<file path="config.mk">
export PLATFORM = sky130hd
export DESIGN_NAME = pahwm_top
export DESIGN_NICKNAME = d
export VERILOG_FILES = /design/src/design/pahwm_pkg.sv /design/src/design/pahwm_mul_if.sv /design/src/design/pahwm_mul_array.sv /design/src/design/pahwm_top.sv
export SDC_FILE = /design/constraint.sdc
export NUM_CORES = 2
export LEC_CHECK = 0
export BUFFER_PORTS_ARGS = -buffer_cell sky130_fd_sc_hd__buf_4
export CAP_MARGIN = 20
export CORE_MARGIN = 1
export CORE_UTILIZATION = 59
export DETAILED_ROUTE_END_ITERATION = 8
export GPL_ROUTABILITY_DRIVEN = 1
export HOLD_SLACK_MARGIN = 0.1
export PLACE_DENSITY = 0.8
export REMOVE_ABC_BUFFERS = 1
export SLEW_MARGIN = 20
export SYNTH_ARGS = -nofsm -noshare
export SYNTH_HDL_FRONTEND = slang
export SYNTH_SLANG_ARGS = --single-unit
</file>
<file path="constraint.sdc">
create_clock -name CLK -period 5.9 [get_ports CLK]
set_input_delay 1.18 -clock CLK [delete_from_list [all_inputs] [get_ports CLK]]
set_output_delay 1.18 -clock CLK [all_outputs]
set_load 0.005 [all_outputs]
</file>
<file path="src/design/pahwm_pkg.sv">
// Constants and types for the packed and wide multiply datapath
package pahwm_pkg;
    localparam int unsigned WORD_W     = 32;
    localparam int unsigned HALF_W     = 16;
    localparam int unsigned PAIR_W     = 64;
    localparam int unsigned WIDE_W     = 48;
    localparam int unsigned OP_W       = 5;
    localparam int unsigned REG_W      = 5;
    localparam int unsigned INSN_W     = 32;
    localparam int unsigned OP_LSB     = 6;
    localparam int unsigned DST_LSB    = 23;
    localparam int unsigned STAGES     = 4;
    localparam logic [OP_W-1:0] OP_DUAL_HALFWORD = 5'h00;
    localparam logic [OP_W-1:0] OP_HIGH_BY_WORD  = 5'h14;
    localparam logic [WORD_W-1:0] WORD_ZERO      = 32'h0000_0000;
    localparam logic [REG_W-1:0]  REG_ZERO       = 5'h00;

    typedef enum logic [1:0] {
        PAHWM_OP_NONE = 2'b00,
        PAHWM_OP_DUAL = 2'b01,
        PAHWM_OP_HIWD = 2'b11
    } pahwm_op_t;
endpackage

</file>
<file path="src/design/pahwm_mul_if.sv">
// Operand and result bundle between issue stage and multiply array
`timescale 1ns/10ps
interface pahwm_mul_if;
    logic [pahwm_pkg::WORD_W-1:0] first_source_operand;
    logic [pahwm_pkg::WORD_W-1:0] second_source_operand;
    pahwm_pkg::pahwm_op_t         op;
    logic [pahwm_pkg::PAIR_W-1:0] result;
    modport issuer (output first_source_operand, output second_source_operand, output op,
                    input result);
    modport array (input first_source_operand, input second_source_operand, input op,
                   output result);
endinterface

</file>
<file path="src/design/pahwm_mul_array.sv">
// Combinational multiply array for both operations
`timescale 1ns/10ps
module pahwm_mul_array (
    pahwm_mul_if.array mi
);
    localparam int unsigned W = pahwm_pkg::WORD_W;
    localparam int unsigned H = pahwm_pkg::HALF_W;

    // Packed signed halfword products
    wire signed [H-1:0]   lo_a = mi.first_source_operand[H-1:0];
    wire signed [H-1:0]   lo_b = mi.second_source_operand[H-1:0];
    wire signed [H-1:0]   hi_a = mi.first_source_operand[W-1:H];
    wire signed [H-1:0]   hi_b = mi.second_source_operand[W-1:H];
    wire signed [W-1:0]   lo_prod = lo_a * lo_b; // (RULE1)
    wire signed [W-1:0]   hi_prod = hi_a * hi_b; // (RULE1)
    wire [pahwm_pkg::PAIR_W-1:0] dual_res = {hi_prod, lo_prod}; // (RULE2)

    // Signed high halfword times signed word
    wire signed [W-1:0]   word_b = mi.second_source_operand; // (RULE7)
    wire signed [pahwm_pkg::WIDE_W-1:0] wide_prod = hi_a * word_b; // (RULE5) (RULE6)
    wire [pahwm_pkg::PAIR_W-1:0] wide_res =
        {{(pahwm_pkg::PAIR_W-pahwm_pkg::WIDE_W){wide_prod[pahwm_pkg::WIDE_W-1]}},
         wide_prod}; // (RULE8) (RULE9)

    assign mi.result = (mi.op == pahwm_pkg::PAHWM_OP_HIWD) ? wide_res : dual_res;
endmodule

</file>
<file path="src/design/pahwm_top.sv">
// Four-cycle multiplier-unit datapath for dual halfword and high-by-word multiply
// Function
// (RULE1) Two signed halfword products from packed operands
// (RULE2) Full 32-bit products into 64-bit pair
// (RULE3) Lower halfword product goes to even register
// (RULE4) Upper halfword product goes to odd register
// (RULE5) Single 16 by 32 multiply, one product
// (RULE6) Upper half of first operand, signed
// (RULE7) Whole second operand as signed word
// (RULE8) 48-bit product in low pair bits
// (RULE9) Sign extend from bit 47 to 64
// (RULE10) Read in E1, write in E4; false condition is no-op
// (RULE11) Opfield 00000 dual, 10100 high-by-word, bits 10:6
`timescale 1ns/10ps
module pahwm_top (
    // Clock and reset
    input  wire logic                          CLK,
    input  wire logic                          SRST,
    // Issue
    input  wire logic                          ISSUE_VALID,
    input  wire logic                          COND_TRUE,
    input  wire logic [pahwm_pkg::INSN_W-1:0]  INSN,
    input  wire logic [pahwm_pkg::WORD_W-1:0]  FIRST_SOURCE_OPERAND,
    input  wire logic [pahwm_pkg::WORD_W-1:0]  SECOND_SOURCE_OPERAND,
    // Unit occupancy and decode
    output logic                               UNIT_BUSY,
    output logic                               OP_ACCEPTED,
    // Register file write-back
    output logic                               WB_VALID,
    output logic [pahwm_pkg::REG_W-1:0]        WB_EVEN_ADDR,
    output logic [pahwm_pkg::REG_W-1:0]        WB_ODD_ADDR,
    output logic [pahwm_pkg::WORD_W-1:0]       WB_EVEN_DATA,
    output logic [pahwm_pkg::WORD_W-1:0]       WB_ODD_DATA
);
    localparam int unsigned S = pahwm_pkg::STAGES;
    localparam int unsigned W = pahwm_pkg::WORD_W;
    localparam int unsigned P = pahwm_pkg::PAIR_W;
    localparam int unsigned R = pahwm_pkg::REG_W;
    localparam int unsigned I = pahwm_pkg::INSN_W;
    // One delay-line entry per stage after E1: E2, E3, E4
    localparam int unsigned D = S - 1;
    // Word select within a register pair
    localparam logic        EVEN_WORD = 1'h0;
    localparam logic        ODD_WORD  = 1'h1;

    // Opfield of a multiplier-unit instruction word
    function automatic logic [pahwm_pkg::OP_W-1:0] opfield_of(
        input logic [I-1:0] insn
    );
        opfield_of = insn[pahwm_pkg::OP_LSB +: pahwm_pkg::OP_W];
    endfunction

    // Even register of the destination pair; low field bit ignored
    function automatic logic [R-1:0] pair_even_of(
        input logic [I-1:0] insn
    );
        pair_even_of = {insn[pahwm_pkg::DST_LSB+1 +: R-1], EVEN_WORD};
    endfunction

    // Odd partner of an even register
    function automatic logic [R-1:0] pair_odd_of(
        input logic [R-1:0] even
    );
        pair_odd_of = {even[R-1:1], ODD_WORD};
    endfunction

    // One word of a register-pair value
    function automatic logic [W-1:0] pair_word(
        input logic [P-1:0] pair,
        input logic         odd
    );
        pair_word = odd ? pair[P-1:W] : pair[W-1:0];
    endfunction

    // Operation named by the opfield; any other code is not for this unit
    function automatic pahwm_pkg::pahwm_op_t decode_op(
        input logic [I-1:0] insn
    );
        logic [pahwm_pkg::OP_W-1:0] f;
        f = opfield_of(insn);
        if (f == pahwm_pkg::OP_DUAL_HALFWORD) begin
            decode_op = pahwm_pkg::PAHWM_OP_DUAL;
        end else if (f == pahwm_pkg::OP_HIGH_BY_WORD) begin
            decode_op = pahwm_pkg::PAHWM_OP_HIWD;
        end else begin
            decode_op = pahwm_pkg::PAHWM_OP_NONE;
        end
    endfunction

    // Decode: unknown opfield or false condition issues nothing
    wire pahwm_pkg::pahwm_op_t dec_op   = decode_op(INSN); // (RULE11)
    wire                       op_known = (dec_op != pahwm_pkg::PAHWM_OP_NONE); // (RULE11)
    wire                       issue_ok = ISSUE_VALID && COND_TRUE && op_known; // (RULE10)
    wire [R-1:0]               dst_even = pair_even_of(INSN);

    // Multiply array works on the operands held through E2
    pahwm_mul_if mi ();

    // E1 operand capture
    logic [W-1:0]         a_q;
    logic [W-1:0]         b_q;
    pahwm_pkg::pahwm_op_t op_q;
    logic [W-1:0]         a_d;
    logic [W-1:0]         b_d;
    pahwm_pkg::pahwm_op_t op_d;

    // Stage valids and destinations; entry 0 is E2, entry D-1 is E4
    logic [D-1:0]         vld_q;
    logic [D-1:0]         vld_d;
    logic [D-1:0][R-1:0]  dst_q;
    wire  [D-1:0][R-1:0]  dst_d;

    // Array result held in E3, write-back words held from E4 on
    logic [P-1:0]         prod_q;
    logic [P-1:0]         prod_d;
    logic [W-1:0]         wb_even_q;
    logic [W-1:0]         wb_even_d;
    logic [W-1:0]         wb_odd_q;
    logic [W-1:0]         wb_odd_d;
    wire                  prod_load = vld_q[0];
    wire                  wb_load   = vld_q[D-2];

    // Operands only move on an accepted issue
    assign a_d  = issue_ok ? FIRST_SOURCE_OPERAND : a_q; // (RULE10)
    assign b_d  = issue_ok ? SECOND_SOURCE_OPERAND : b_q; // (RULE10)
    assign op_d = issue_ok ? dec_op : op_q;

    always_ff @(posedge CLK) begin
        if (SRST) begin
            a_q <= pahwm_pkg::WORD_ZERO;
            b_q <= pahwm_pkg::WORD_ZERO;
        end else begin
            a_q <= a_d;
            b_q <= b_d;
        end
    end

    always_ff @(posedge CLK) begin
        if (SRST) begin
            op_q <= pahwm_pkg::PAHWM_OP_NONE;
        end else begin
            op_q <= op_d;
        end
    end

    assign mi.first_source_operand  = a_q;
    assign mi.second_source_operand = b_q;
    assign mi.op                    = op_q;

    pahwm_mul_array u_array (
        .mi (mi)
    );

    // Valid shifts every cycle, so issue may follow issue back to back
    assign vld_d = {vld_q[D-2:0], issue_ok}; // (RULE10)

    always_ff @(posedge CLK) begin
        if (SRST) begin
            vld_q <= '0;
        end else begin
            vld_q <= vld_d;
        end
    end

    // Destination follows its valid down the stages
    genvar g;
    generate
        for (g = 0; g < D; g++) begin : g_dst
            if (g == 0) begin : g_head
                assign dst_d[g] = issue_ok ? dst_even : dst_q[g];
            end else begin : g_tail
                assign dst_d[g] = dst_q[g-1];
            end
        end
    endgenerate

    always_ff @(posedge CLK) begin
        if (SRST) begin
            dst_q <= '0;
        end else begin
            dst_q <= dst_d;
        end
    end

    // Array output is only captured behind a live E2 entry
    assign prod_d = prod_load ? mi.result : prod_q;

    always_ff @(posedge CLK) begin
        if (SRST) begin
            prod_q <= '0;
        end else begin
            prod_q <= prod_d;
        end
    end

    // Write-back words keep the last result while no write-back is due
    assign wb_even_d = wb_load ? pair_word(prod_q, EVEN_WORD) : wb_even_q; // (RULE3)
    assign wb_odd_d  = wb_load ? pair_word(prod_q, ODD_WORD) : wb_odd_q; // (RULE4)

    always_ff @(posedge CLK) begin
        if (SRST) begin
            wb_even_q <= pahwm_pkg::WORD_ZERO;
        end else begin
            wb_even_q <= wb_even_d;
        end
    end

    always_ff @(posedge CLK) begin
        if (SRST) begin
            wb_odd_q <= pahwm_pkg::WORD_ZERO;
        end else begin
            wb_odd_q <= wb_odd_d;
        end
    end

    // Write-back lands at the end of E4; occupancy covers E2 and E3
    assign OP_ACCEPTED  = issue_ok;
    assign UNIT_BUSY    = |vld_q[D-2:0]; // (RULE10)
    assign WB_VALID     = vld_q[D-1]; // (RULE10)
    assign WB_EVEN_ADDR = dst_q[D-1];
    assign WB_ODD_ADDR  = pair_odd_of(dst_q[D-1]);
    assign WB_EVEN_DATA = wb_even_q;
    assign WB_ODD_DATA  = wb_odd_q;
endmodule

</file>
Yosys cells after proc, flatten, opt, wreduce, memory -nomap -nowiden
Index checks and enable logic that the tools add are counted.
{"block": "word_totals", "elab_cells": 23, "ff_bits": 209, "in_bits": 100, "output_inout_bits": 77}
{"block": "op_classes", "reduce_logical": 5, "mux": 3, "eq_ne": 2, "multipliers": 3}
{"op": "$mul A16 B16 Y32", "count": 2}
{"op": "$mux W64", "count": 1}
{"op": "$mul A16 B32 Y48", "count": 1}
{"op": "$eq A5 B5 Y1 const B", "count": 1}
{"op": "$logic_not A5 Y1", "count": 1}
{"op": "$mux W2", "count": 2}
{"op": "$eq A2 B2 Y1 const B", "count": 1}
{"op": "$logic_and A1 B1 Y1", "count": 2}
{"op": "$reduce_bool A2 Y1", "count": 1}
{"op": "$reduce_or A2 Y1", "count": 1}

Depth between registers and ports, before layout
{"block": "logic_depth", "depth_word": 5, "mapped_depth": 26, "ltp_nobuf": 24}

By module
From an unflattened synthesis, not the netlist that was laid out.
{"block": "hier_totals", "hier_cells": 4901, "hier_area_um2": 44873.0}
{"mod": "pahwm_mul_array", "cells_each": 4152, "seq_area_each_um2": 0.0, "n_inst": 1, "area_per_inst_um2": 36892.9}
{"mod": "pahwm_top", "cells_each": 749, "seq_area_each_um2": 4184.0, "n_inst": 1, "area_per_inst_um2": 7980.2}

Least setup slack after synthesis
No wires, ideal clock.
{"block": "synth_timing", "path_kind": "register to register", "startpoint": "reg a_q[25]", "endpoint": "reg prod_q[42]", "period_less_slack_ns": 6.511, "stages_incl_launch_ff": 23, "arrival_time_ns": 6.408, "path_buffers": 2, "path_slack_ns": -0.611, "required_time_ns": 5.797, "setup_ns": 0.103, "path_cell_list": "dfxtp_1 clkbuf_1 buf_1 nand2_1 fa_1 inv_1 fa_1 fa_1 fa_1 fa_1 inv_1 fa_1 inv_1 ha_1 and4_1 and4_1 and3_1 o31a_1 a311o_2 nor3_4 o31ai_2 xnor2_1 a2111oi_2"}
{"block": "synth_via", "elab_chain_cells": 2, "elab_cells_between_ends": 3, "classes_between": "mul: 2; mux: 1"}
{"item": "from (decl)", "line": "pahwm_top.sv:100", "source": "logic [W-1:0] a_q;"}
{"item": "from (signal assigned)", "line": "pahwm_top.sv:130", "source": "a_q <= pahwm_pkg::WORD_ZERO;"}
{"item": "$mul A16 B32 Y48 / $mul A16 B16 Y32 (equally long branches)", "line": "pahwm_mul_array.sv:20, pahwm_mul_array.sv:15"}
{"item": "$mux W64 (*)", "line": "pahwm_mul_array.sv:25", "source": "assign mi.result = (mi.op == pahwm_pkg::PAHWM_OP_HIWD) ? wide_res : dual_res;"}
{"item": "to (signal assigned)", "line": "pahwm_top.sv:192", "source": "prod_q <= prod_d;"}
{"item": "to (decl)", "line": "pahwm_top.sv:114", "source": "logic [P-1:0] prod_q;"}
Mark *: on every way between the ends. The rest lies on a longest branch, timed or not.
A chain may end at the register's enable or synchronous reset.

Worst setup path after layout
{"block": "layout_timing", "startpoint": "reg a_q[20]", "endpoint": "reg prod_q[42]"}
Same word-level chain as after synthesis.

==> results.md <==
- Half-perimeter wire length after detailed placement: between 100 and 150 mm
- Fraction of the mapped netlist area in adder cells: 0.5306
- Post-Synthesis Mean Instance Area: 8.917 sq um
- Max incr delay on CP: 550 ps
- Clock slew at reported path FFs: 70 ps
- Final design utilization: 0.7610
- Top cells by area, synth: sky130_fd_sc_hd__fa_1, sky130_fd_sc_hd__inv_1, sky130_fd_sc_hd__dfxtp_1
- Number of distinct library cell variants in the gate-level netlist after synthesis: 80
- Minimum setup slack in the final design: -693.5 ps
- Initial standard-cell utilization of the core: 0.5998
- Worst min-delay path category: reg2reg
- Sequential share of power: 0.409
- Number of I/O port buffers: 151
- Area grow syn2layout: 26.88%
- #FFs+latches synth: 209
- WL per Instance: 22.48 microns
- Unrepaired setup endpoints after global routing: true
- Number of hold-repair buffers added at the cts stage: 0
- Share of synthesized area occupied by flip-flops and latches: 0.09497
- Syn. warnings: 0
- Synth Cell Area: 44060 sq um
- R2R cell count: 23
- Router iterations before antenna repair: 9
- Leakage power total: between 20 and 30 nW
- Dominant cell type by count on the critical path: sky130_fd_sc_hd__fa_1
- Drt first-iter violations: 3707
- Final total power: roughly 3.5 mW
- Most used standard cell by instance count after synthesis: sky130_fd_sc_hd__inv_1
- Remaining number of nets flagged by the antenna check after routing: 0
- Minimum clock period after layout: 6594 ps
- Achievable Freq: 151.7 MHz
- Worst-case clock buffer depth: 3
- Area share of the largest cell type after synthesis: 0.4517
- Die outline width: around 280 microns
- Simple-gate share of the synthesized area: 0.1438
- Clock tree from TritonCTS: built
- Multiplexer area fraction after synthesis: 0.01590
- Proportion of synthesized flip-flops having asynchronous set or reset: 0
- Type of element capturing the critical path: register
- Core area: ~73000 sq um
- Critical Path, Cell by Cell: buf_16, and2_1, fa_1, inv_1, fa_1, fa_1, inv_1, fa_1, fa_1, inv_1, fa_1, inv_1, ha_1, buf_4, nand2_1, o21a_1, nand2_1, o31a_1, a311o_2, nor3_4, o31ai_2, xnor2_1, a2111oi_2
- Pin count of the biggest net entering global routing: 83
- Placement Rows: 99
- Post-route DRC: 2
- Footprint of the multi-input gates: 36420 sq um
- Kind of launch point of the worst setup path: register
- Complex-gate fraction of the synthesized area: 0.06893
- Global-route wire length before repair: between 200 and 250 mm
- Via/cell ratio: 5.860
- Count of non-filler cells in the finished layout: 6664
- Clock buffers created by TritonCTS: 26
- Peak ir drop on the vdd network: 208.4 uV
- Count of mapped cells out of synthesis: 4941
- Endpoint arrival time on the critical path: 7080 ps
- Final hold violations: 0
- Die ar.: about 76000 sq um
- Tcrit/Tclk final: 1.118
- Worst hold margin: between 400 and 500 ps
- Combined flip-flop and latch cell area: 4260 sq um
- All-layer global routing usage: 0.3718
- Wire length reported by the detailed router: about 150 mm
- Combinational family with the most area after synthesis: adder cells
- Maximum fanout along the worst path: 6
- Net Sw Frac: 0.2611
- Worst-case headroom to the max-slew limit: 0.2711
- Comb power frac: 0.072
- Most common library cells after synthesis: sky130_fd_sc_hd__inv_1, sky130_fd_sc_hd__fa_1, sky130_fd_sc_hd__nand2_1, sky130_fd_sc_hd__and2_1, sky130_fd_sc_hd__ha_1
- Boundary pin count: 177
- Outcome: finished with violations
- Kind of critical path: reg2reg
- Transition time of the tightest slew-check pin: 1093 ps
- Chip height: roughly 280 microns
- Launch point of the worst reg-to-reg path: a_q[20]
- Clk_lat worst skew: 610 ps
- Terminus of the critical flop-to-flop path: prod_q[42]
- Total via count in the routed design: 39050
- Internal power: 2.572 mW
- Power per standard cell area: 62.27 nW/um^2
- Reg2Reg Setup Slack: -690 ps
- Number of slew-limit violations in the final report: 0
- Crit-path slowest cell: sky130_fd_sc_hd__fa_1
- Number of global-route vias before repair: 41060
- Worst Hold Launch: dst_d[14]
- Max-cap violations: 0
- H-tree level count: 1
- Number of filler cells placed in the layout: 4381
- Gr ovfl total: 0
- Most common flop cell mapped by yosys: sky130_fd_sc_hd__dfxtp_1
- Fraction of layout cells with a size suffix above 1: 0.2562
- Library cell used as clock root buffer: sky130_fd_sc_hd__clkbuf_16
- Number of antenna violations at the first check in global routing: 3
- Dpl cells: between 6000 and 7000
- Final setup violation count: 50
- Synthesized-area fraction occupied by xor and xnor cells: 0.02127
- Violated checks: design-rule violations, negative setup slack
- Final net count: between 7000 and 8000
- Net switching power figure: 908.8 uW
- Number of enable-type register cells in the synthesized netlist: 0
- Hold Path Cell Cnt: 1
- Sinks on the clock net: 209
- Cell taking the most area after synthesis: sky130_fd_sc_hd__fa_1
- Endpoint of the worst hold path: WB_EVEN_ADDR[4]
- Worst path required time: 6390 ps
- Final setup skew: around 32 ps
- Clock share of power: 0.519
- Weighted congestion at the end of routability-driven global placement: 0.9458
worst max-delay path: cells and delay by family (launching register included):
| kind | cells | cell delay [ps] |
|---|---|---|
| buffers and inverters | 6 | 610 |
| XOR/XNOR | 1 | 140 |
| flip-flops | 1 | 430 |
| AND/OR/NAND/NOR | 4 | 550 |
| adder cells (fa/ha/maj) | 7 | 3370 |
| AO/OA/AOI/OAI | 5 | 1360 |
stage by stage:
step                      setup TNS, ps  setup slack [ps]  cell area (sq um)
after floorplan                  -16230            -681.4              43140
after global placement           -21960            -682.0              51010
after detailed placement         -25190            -727.8              51010
after CTS                        -14490            -500.6              53920
after global routing             -34450            -853.6              55900
final                            -26980            -693.5              55900
how the worst max path moves through the flow:
stage	cells past startpoint	startpoint	to	slack, ps
finish	23	a_q[20]	prod_q[42]	-690
global route	24	a_q[20]	prod_q[45]	-850
CTS	23	a_q[21]	prod_q[61]	-500
detailed placement	22	a_q[17]	prod_q[42]	-730
global placement	24	b_q[7]	prod_q[31]	-680
floorplan	22	a_q[23]	prod_q[42]	-680
timing repair:
action,CTS,global route
buffers inserted,69,75
endpoints found under the setup margin,49,52
resized for setup,276,364
cloned,11,4
pin swaps,115,241
cell usage in the layout (no fill, tap or decap), types with 46 or more instances in the layout:
master / netlist / routed
sky130_fd_sc_hd__inv_1: 1215 / 1157
sky130_fd_sc_hd__fa_1: 994 / 932
sky130_fd_sc_hd__buf_4: 6 / 796
sky130_fd_sc_hd__nand2_1: 685 / 641
sky130_fd_sc_hd__and2_1: 302 / 274
sky130_fd_sc_hd__ha_1: 278 / 224
sky130_fd_sc_hd__nor2_1: 219 / 205
sky130_fd_sc_hd__dfxtp_1: 209 / 174
sky130_fd_sc_hd__a21oi_1: 155 / 116
sky130_fd_sc_hd__mux2i_1: 70 / 70
sky130_fd_sc_hd__xnor2_1: 75 / 65
sky130_fd_sc_hd__buf_6: 2 / 63
sky130_fd_sc_hd__buf_12: 0 / 63
sky130_fd_sc_hd__fa_2: 0 / 62
sky130_fd_sc_hd__inv_2: 0 / 58
sky130_fd_sc_hd__o21ai_0: 81 / 50
sky130_fd_sc_hd__ha_4: 0 / 46
cell families after synthesis:
| group | Yosys count |
|---|---|
| AO/OA/AOI/OAI | 460 |
| AND/OR/NAND/NOR | 1372 |
| adder cells (fa/ha/maj) | 1272 |
| multiplexers | 70 |
| buffers and inverters | 1449 |
| XOR/XNOR | 107 |
| flip-flops | 209 |
| other | 2 |
final cells by class:
type | instances | share of cell area
Clock buffer | 31 | 0.01289
Tap cell | 959 | 0.02146
Timing Repair Buffer | 947 | 0.1524
Clock inverter | 16 | 0.003581
Inverter | 1216 | 0.08174
Sequential cell | 209 | 0.07621
Multi-Input combinational cell | 3283 | 0.6516
Antenna cell | 3 | 0.0001343
registers in the layout, indices dropped and copies added (netlist names):
signal	cells
prod_q	64
vld_q	3
dst_d	8
a_q	32
mi.op	2
WB_EVEN_DATA	32
WB_EVEN_ADDR	4
b_q	32
WB_ODD_DATA	32
metal layers:
layer  up-vias  wire, microns  global-route usage
met5         -              0                   0
met2      2681          68270              0.6058
li1      16150              -                   -
met3      1028          16920             0.07638
met1     19190          49710              0.4461
met4         0          14890              0.2530
power groups by stage:
stage	clock network [mW]	registers [mW]	logic, mW
global route	1.85	1.42	0.263
floorplan	0	1.47	0.0586
finish	1.80	1.42	0.252
CTS	1.79	1.42	0.228
global placement	0	1.46	0.206
detailed placement	0	1.46	0.210
Power figures use the tool's default switching activity.
